**src/shared/dlc_defs.svh**
```systemverilog
// Constants for the dual-channel output control register bank.
`ifndef DLC_DEFS_SVH
`define DLC_DEFS_SVH
`define DLC_SEL_LEVEL_CH1 2'h0
`define DLC_SEL_LEVEL_CH2 2'h1
`define DLC_SEL_TONE_CH1 2'h2
`define DLC_SEL_TONE_CH2 2'h3
`define DLC_SEL_HI 7
`define DLC_SEL_LO 6
`define DLC_LVL_CODE_HI 3
`define DLC_LVL_RANGE 3
`define DLC_LVL_ODT 4
`define DLC_LVL_ON 5
`define DLC_TONE_SRC 0
`define DLC_TONE_PASS 1
`define DLC_TONE_CTEST 2
`define DLC_LVL_MASK 6'h3F
`define DLC_TONE_MASK 6'h07
`define DLC_RESET_VAL 6'h00
`endif

```
**src/shared/dlc_pkg.sv**
```systemverilog
// Types for the dual-channel output control register bank.
package dlc_pkg;
  typedef struct packed {
    logic [3:0] level_code;
    logic range_select;
    logic output_on;
    logic oc_disable_timer_en;
    logic tone_out;
    logic cable_test_on;
    logic linreg_disable;
    logic test_current_en;
    logic boost_raise;
    logic cable_missing_flag;
  } dlc_chan_ctrl_t;
endpackage : dlc_pkg

```
**src/logic/dlc_ctrl_regs.sv**
```systemverilog
// Write-side control register bank for two output channels.
`timescale 1ns/1ns
`include "dlc_defs.svh"
module dlc_ctrl_regs (
  input wire logic clk_i,
  input wire logic srst_i,
  input wire logic wr_stb_i,
  input wire logic [7:0] wr_byte_i,
  input wire logic ext_tone_i,
  input wire logic int_tone_i,
  input wire logic [1:0] ext_mod_gating_i,
  input wire logic [1:0] cmp_above_set_i,
  input wire logic [1:0] cmp_below_clr_i,
  output dlc_pkg::dlc_chan_ctrl_t ch1_o,
  output dlc_pkg::dlc_chan_ctrl_t ch2_o
);
  // Stored data bits of the level and tone/test registers, one entry per channel.
  logic [5:0] lvl_q [2];
  logic [5:0] lvl_d [2];
  logic [5:0] tone_q [2];
  logic [5:0] tone_d [2];

  // Two-stage synchronisers; only the second stage feeds any logic.
  logic [1:0] ext_tone_s_q;
  logic [1:0] ext_tone_s_d;
  logic [1:0] mod_s1_q;
  logic [1:0] mod_s1_d;
  logic [1:0] mod_s2_q;
  logic [1:0] mod_s2_d;
  logic [1:0] above_s1_q;
  logic [1:0] above_s1_d;
  logic [1:0] above_s2_q;
  logic [1:0] above_s2_d;
  logic [1:0] below_s1_q;
  logic [1:0] below_s1_d;
  logic [1:0] below_s2_q;
  logic [1:0] below_s2_d;

  // Cable-missing flags, one per channel.
  logic [1:0] missing_q;
  logic [1:0] missing_d;

  // Registered channel outputs.
  dlc_pkg::dlc_chan_ctrl_t out_q [2];
  dlc_pkg::dlc_chan_ctrl_t out_d [2];

  // True when a write strobe carries the given register select code.
  function automatic logic reg_hit(input logic stb, input logic [7:0] b, input logic [1:0] code);
    reg_hit = stb && (b[`DLC_SEL_HI:`DLC_SEL_LO] == code);
  endfunction : reg_hit

  // Select code of the level register that belongs to a channel.
  function automatic logic [1:0] level_sel_of(input int c);
    level_sel_of = (c == 0) ? `DLC_SEL_LEVEL_CH1 : `DLC_SEL_LEVEL_CH2;
  endfunction : level_sel_of

  // Select code of the tone/test register that belongs to a channel.
  function automatic logic [1:0] tone_sel_of(input int c);
    tone_sel_of = (c == 0) ? `DLC_SEL_TONE_CH1 : `DLC_SEL_TONE_CH2;
  endfunction : tone_sel_of

  // Picks the tone source and applies the gate; modulation gating forces the tone through.
  function automatic logic tone_gate(input logic [5:0] t, input logic int_tone, input logic ext_tone,
                                     input logic mod_gate);
    logic src;
    src = t[`DLC_TONE_SRC] ? int_tone : ext_tone;
    tone_gate = src & (mod_gate | t[`DLC_TONE_PASS]);
  endfunction : tone_gate

  // Synchroniser group.
  always_comb begin
    ext_tone_s_d = {ext_tone_s_q[0], ext_tone_i};
    mod_s1_d = ext_mod_gating_i;
    mod_s2_d = mod_s1_q;
    above_s1_d = cmp_above_set_i;
    above_s2_d = above_s1_q;
    below_s1_d = cmp_below_clr_i;
    below_s2_d = below_s1_q;
  end

  always_ff @(posedge clk_i) begin
    if (srst_i) begin
      ext_tone_s_q <= 2'h0;
      mod_s1_q <= 2'h0;
      mod_s2_q <= 2'h0;
      above_s1_q <= 2'h0;
      above_s2_q <= 2'h0;
      below_s1_q <= 2'h0;
      below_s2_q <= 2'h0;
    end else begin
      ext_tone_s_q <= ext_tone_s_d;
      mod_s1_q <= mod_s1_d;
      mod_s2_q <= mod_s2_d;
      above_s1_q <= above_s1_d;
      above_s2_q <= above_s2_d;
      below_s1_q <= below_s1_d;
      below_s2_q <= below_s2_d;
    end
  end

  // Register group.
  always_comb begin
    for (int c = 0; c < 2; c++) begin
      lvl_d[c] = lvl_q[c];
      tone_d[c] = tone_q[c];
      if (reg_hit(wr_stb_i, wr_byte_i, level_sel_of(c))) begin
        lvl_d[c] = wr_byte_i[5:0] & `DLC_LVL_MASK;
      end
      if (reg_hit(wr_stb_i, wr_byte_i, tone_sel_of(c))) begin
        tone_d[c] = wr_byte_i[5:0] & `DLC_TONE_MASK;
      end
    end
  end

  always_ff @(posedge clk_i) begin
    if (srst_i) begin
      for (int c = 0; c < 2; c++) begin
        lvl_q[c] <= `DLC_RESET_VAL;
        tone_q[c] <= `DLC_RESET_VAL;
      end
    end else begin
      lvl_q <= lvl_d;
      tone_q <= tone_d;
    end
  end

  // Flag group; a set event wins over a clear event in the same cycle.
  always_comb begin
    missing_d = missing_q;
    for (int c = 0; c < 2; c++) begin
      if (!tone_q[c][`DLC_TONE_CTEST]) begin
        missing_d[c] = 1'b0;
      end else if (above_s2_q[c]) begin
        missing_d[c] = 1'b1;
      end else if (below_s2_q[c]) begin
        missing_d[c] = 1'b0;
      end
    end
  end

  always_ff @(posedge clk_i) begin
    if (srst_i) begin
      missing_q <= 2'h0;
    end else begin
      missing_q <= missing_d;
    end
  end

  // Output group.
  always_comb begin
    for (int c = 0; c < 2; c++) begin
      out_d[c].level_code = lvl_q[c][`DLC_LVL_CODE_HI:0];
      out_d[c].range_select = lvl_q[c][`DLC_LVL_RANGE];
      out_d[c].output_on = lvl_q[c][`DLC_LVL_ON];
      out_d[c].oc_disable_timer_en = 1'b1;
      out_d[c].tone_out = tone_gate(tone_q[c], int_tone_i, ext_tone_s_q[1], mod_s2_q[c]);
      out_d[c].cable_test_on = tone_q[c][`DLC_TONE_CTEST];
      out_d[c].linreg_disable = tone_q[c][`DLC_TONE_CTEST];
      out_d[c].test_current_en = tone_q[c][`DLC_TONE_CTEST];
      out_d[c].boost_raise = tone_q[c][`DLC_TONE_CTEST];
      out_d[c].cable_missing_flag = missing_q[c];
    end
  end

  always_ff @(posedge clk_i) begin
    if (srst_i) begin
      for (int c = 0; c < 2; c++) begin
        out_q[c] <= '0;
      end
    end else begin
      out_q <= out_d;
    end
  end

  // Both channel ports come straight from the output flip-flops.
  assign ch1_o = out_q[0];
  assign ch2_o = out_q[1];
endmodule : dlc_ctrl_regs

```
**config.mk**
```make
export PLATFORM = sky130hd
export DESIGN_NAME = dlc_ctrl_regs
export DESIGN_NICKNAME = d
export VERILOG_FILES = /design/src/shared/dlc_pkg.sv /design/src/logic/dlc_ctrl_regs.sv
export VERILOG_INCLUDE_DIRS = /design/src /design/src/shared
export SDC_FILE = /design/constraint.sdc
export NUM_CORES = 1
export LEC_CHECK = 0
export ABC_AREA = 1
export BUFFER_PORTS_ARGS = -buffer_cell sky130_fd_sc_hd__buf_2
export CAP_MARGIN = 20
export CORE_MARGIN = 5
export CORE_UTILIZATION = 45
export CTS_CLUSTER_SIZE = 25
export DETAILED_ROUTE_END_ITERATION = 6
export GPL_TIMING_DRIVEN = 0
export PLACE_DENSITY_LB_ADDON = 0.3
export REMOVE_ABC_BUFFERS = 1
export SLEW_MARGIN = 0
export SYNTH_ARGS = -nofsm -noshare
export SYNTH_HDL_FRONTEND = slang
export SYNTH_SLANG_ARGS = --single-unit
```
**constraint.sdc**
```tcl
create_clock -name clk_i -period 0.8 [get_ports clk_i]
set_input_delay 0.08 -clock clk_i [delete_from_list [all_inputs] [get_ports clk_i]]
set_output_delay 0.08 -clock clk_i [all_outputs]
set_load 0.03 [all_outputs]
```
==> reports/qor.yml <==
multi_input_area_um2: 441.7
antenna_cells: 0
post_cts_buffers: 0
synthFlopType: "dfxtp_1"
drive_above_1_share_pct: 27.34
setup_ws_ps: -96.61
synthToLayoutAreaGrowth_pct: 31.56
hold_class: "in -> reg"
power.total_w: 0.004361
numCtsBuffers: 5
violations: "setup timing"
gp_congestion: 0.7344
num_vias: 1248
regArea_mm2: 0.001007
finalClockSkew_ps: 5.237
cp.required_ps: 720
final_nets: 274
layout_min_cycle_time_ps: 896.6
hpwl_mm: 1.828
async_reset_ff_share_pct: 0
core_mm2: 0.003633
power_frac_clock_pct: 30.7
clock_latency_ps: 290
power.share.switching_pct: 23.61
dieArea_mm2: 0.005027
seqPwrFrac_pct: 59.1
first_pass_iters: 4
netlist_area_mm2: 0.001669
grt.total_usage_pct: 12.31
cp-startpoint: "ch1_o[1]$_SDFF_PP0_"
yosys.area.top_type: "dfxtp_1"
worst_slew_pin_slew_ps: 340.6
via_per_inst: 4.105
grt_pass1_vias: 1136
max_stage_delay_ps: 390
worstSetupStartpointType: "flop"
synth.area.top_cells: "dfxtp_1 59%, nor2_1 13%, inv_1 9.0%, nand2_1 6.5%, buf_4 4.0%"
clk_pin_slew_worst_paths_ps: 80
wire_per_inst_um: 9.174
path_cells: "buf_6"
crit_buf_inv: 1
clockBufferDepth: 2
grt_max_degree: 30
htreeDepth: 2
root_buffer: "clkbuf_8"
hold_violations: 0
status: "finished with violations"
worstHoldStart: "wr_byte_i[3]"
avgSynthCellArea_um2: 7.873
fin_util_pct: 60.43
relSlewSlack_pct: 77.27
rsz0062_at_grt: "true"
crit_path_max_fanout: 4
endpoint_kind: "output port"
antenna_left: 0
io_buffer_count: 43
fin_crit_sh_pct: 112.1
fmax_ghz: 1.115
p_leak_nw: 1.098
die_x_um: 70.90
start_util_pct: 45.94
worstSetupPathType: "reg -> out"
path_delay_family: "flip-flops"
ys_types: 13
synth.most_common_cell: "nor2_1"
cts_tree: "built"
routed_wl_mm: 2.789
overflow: 0
peakVddDrop_uv: 1128
antenna_found_initial: 0
yosysWarnings: 0
io_pins: 45
drv_cap: 0
first_iter_violations: 73
p_sw_w: 0.001030
die_h_um: 70.90
r2r-start: "out_d[14]$_SDFFE_PP0P_"
pwr-share-comb_pct: 10.3
synth_edf_count: 0
cellInternalPower_w: 0.003332
nFillCells: 334
synth_seq_area_share_pct: 58.77
synth_commonest_cells: "59 x nor2_1, 49 x dfxtp_1, 40 x inv_1"
clock-sinks: 49
drv_slew: 0
num_rows: 22
p_per_area_mw_per_mm2: 1986
post-route-drc-count: 0
ys_ff_latch: 49
synth_top_cell_area_share_pct: 58.77
crit_slowest_cell: "dfxtp_4"
setup_violations: 26
grt_first_pass_wirelength_mm: 4.878
synthCells: 212
arrival_ps: 820
through the flow:
| stage | worst slack (ps) | hold WS [ps] | instance area (um2) | setup TNS (ps) | std cells |
|---|---|---|---|---|---|
| 6_report | -96.61 | 19.97 | 2196 | -1301 | 304 |
| 4_1_cts | -105.3 | 16.28 | 2168 | -1765 | 304 |
| 5_1_grt | -130.6 | 46.35 | 2196 | -2308 | 304 |
| 3_3_place_gp | -354.3 | 279.8 | 1852 | -5640 | 289 |
| 3_5_place_dp | -318.6 | 285.5 | 1852 | -5092 | 289 |
| 2_1_floorplan | -317.8 | 151.2 | 1577 | -2543 | 198 |
path summary, 6_finish.rpt:
kind,end,slack (ps),depth (start not counted)
setup / recovery,ch1_o[4],-100,1
hold / removal,lvl_q[3]$_SDFFE_PP0P_,20,3
setup reg to reg,missing_q[0]$_SDFFE_PP0P_,130,3
hold reg to reg,mod_s2_q[1]$_SDFF_PP0_,400,2
layout make-up:
type	count	share of cell area (%)
clock buffer	6	3.305
timing repair buffer	50	20.51
multi-input combinational	108	20.11
sequential	49	45.87
inverter	41	7.009
clock inverter	2	0.4558
tap	48	2.735
metal layers:
layer,global-route usage (%),part of all wire (%),up-vias
met1,14.45,43,520
li1,-,-,685
met3,4.688,6.9,7
met5,0,0,-
met2,20.19,48,36
met4,5.010,2.0,0
what timing repair did:
item / 4_1_cts / 5_1_grt
hold endpoints to repair: 7 / 0
hold buffers: 7 / 0
gates resized for setup: 62 / 14
endpoints found under the setup margin: 26 / 26
power groups by stage:
stage,registers (W),clock network [W],logic (W)
after global placement,0.00262,0,0.000377
after CTS,0.00257,0.00140,0.000443
final,0.00258,0.00134,0.000448
after detailed placement,0.00263,0,0.000379
after floorplan,0.00270,0,0.000155
after global routing,0.00259,0.00151,0.000505
layout by cell type (no fill, tap or decap), drive strengths merged:
master and count:
dfxtp 49, clkbuf 6, nand2 29, clkinv 2
dlygate4sd3 7, nand3 8, a21oi 5, o21ai 4
inv 41, o21a 2, nor2 60, buf 43
registers in the layout, indices dropped and copies added (netlist names):
signal / count
ch2_o: 8
mod_s1_q: 2
ch1_o: 9
lvl_q: 10
out_d: 2
mod_s2_q: 2
above_s1_q: 2
missing_q: 2
ext_tone_s_q: 2
below_s2_q: 2
tone_q: 4
below_s1_q: 2
above_s2_q: 2
cell families (layout without fill, tap and decap cells):
| kind of cell | count (synthesis) | after routing | synth area share [%] |
|---|---|---|---|
| and+or+nand+nor | 97 | 97 | 22.86 |
| buffers and inverters | 55 | 99 | 14.77 |
| DFF | 49 | 49 | 58.77 |
| AOI/OAI and AO/OA | 11 | 11 | 3.598 |
No activity file was read; power rests on OpenSTA's default activity.
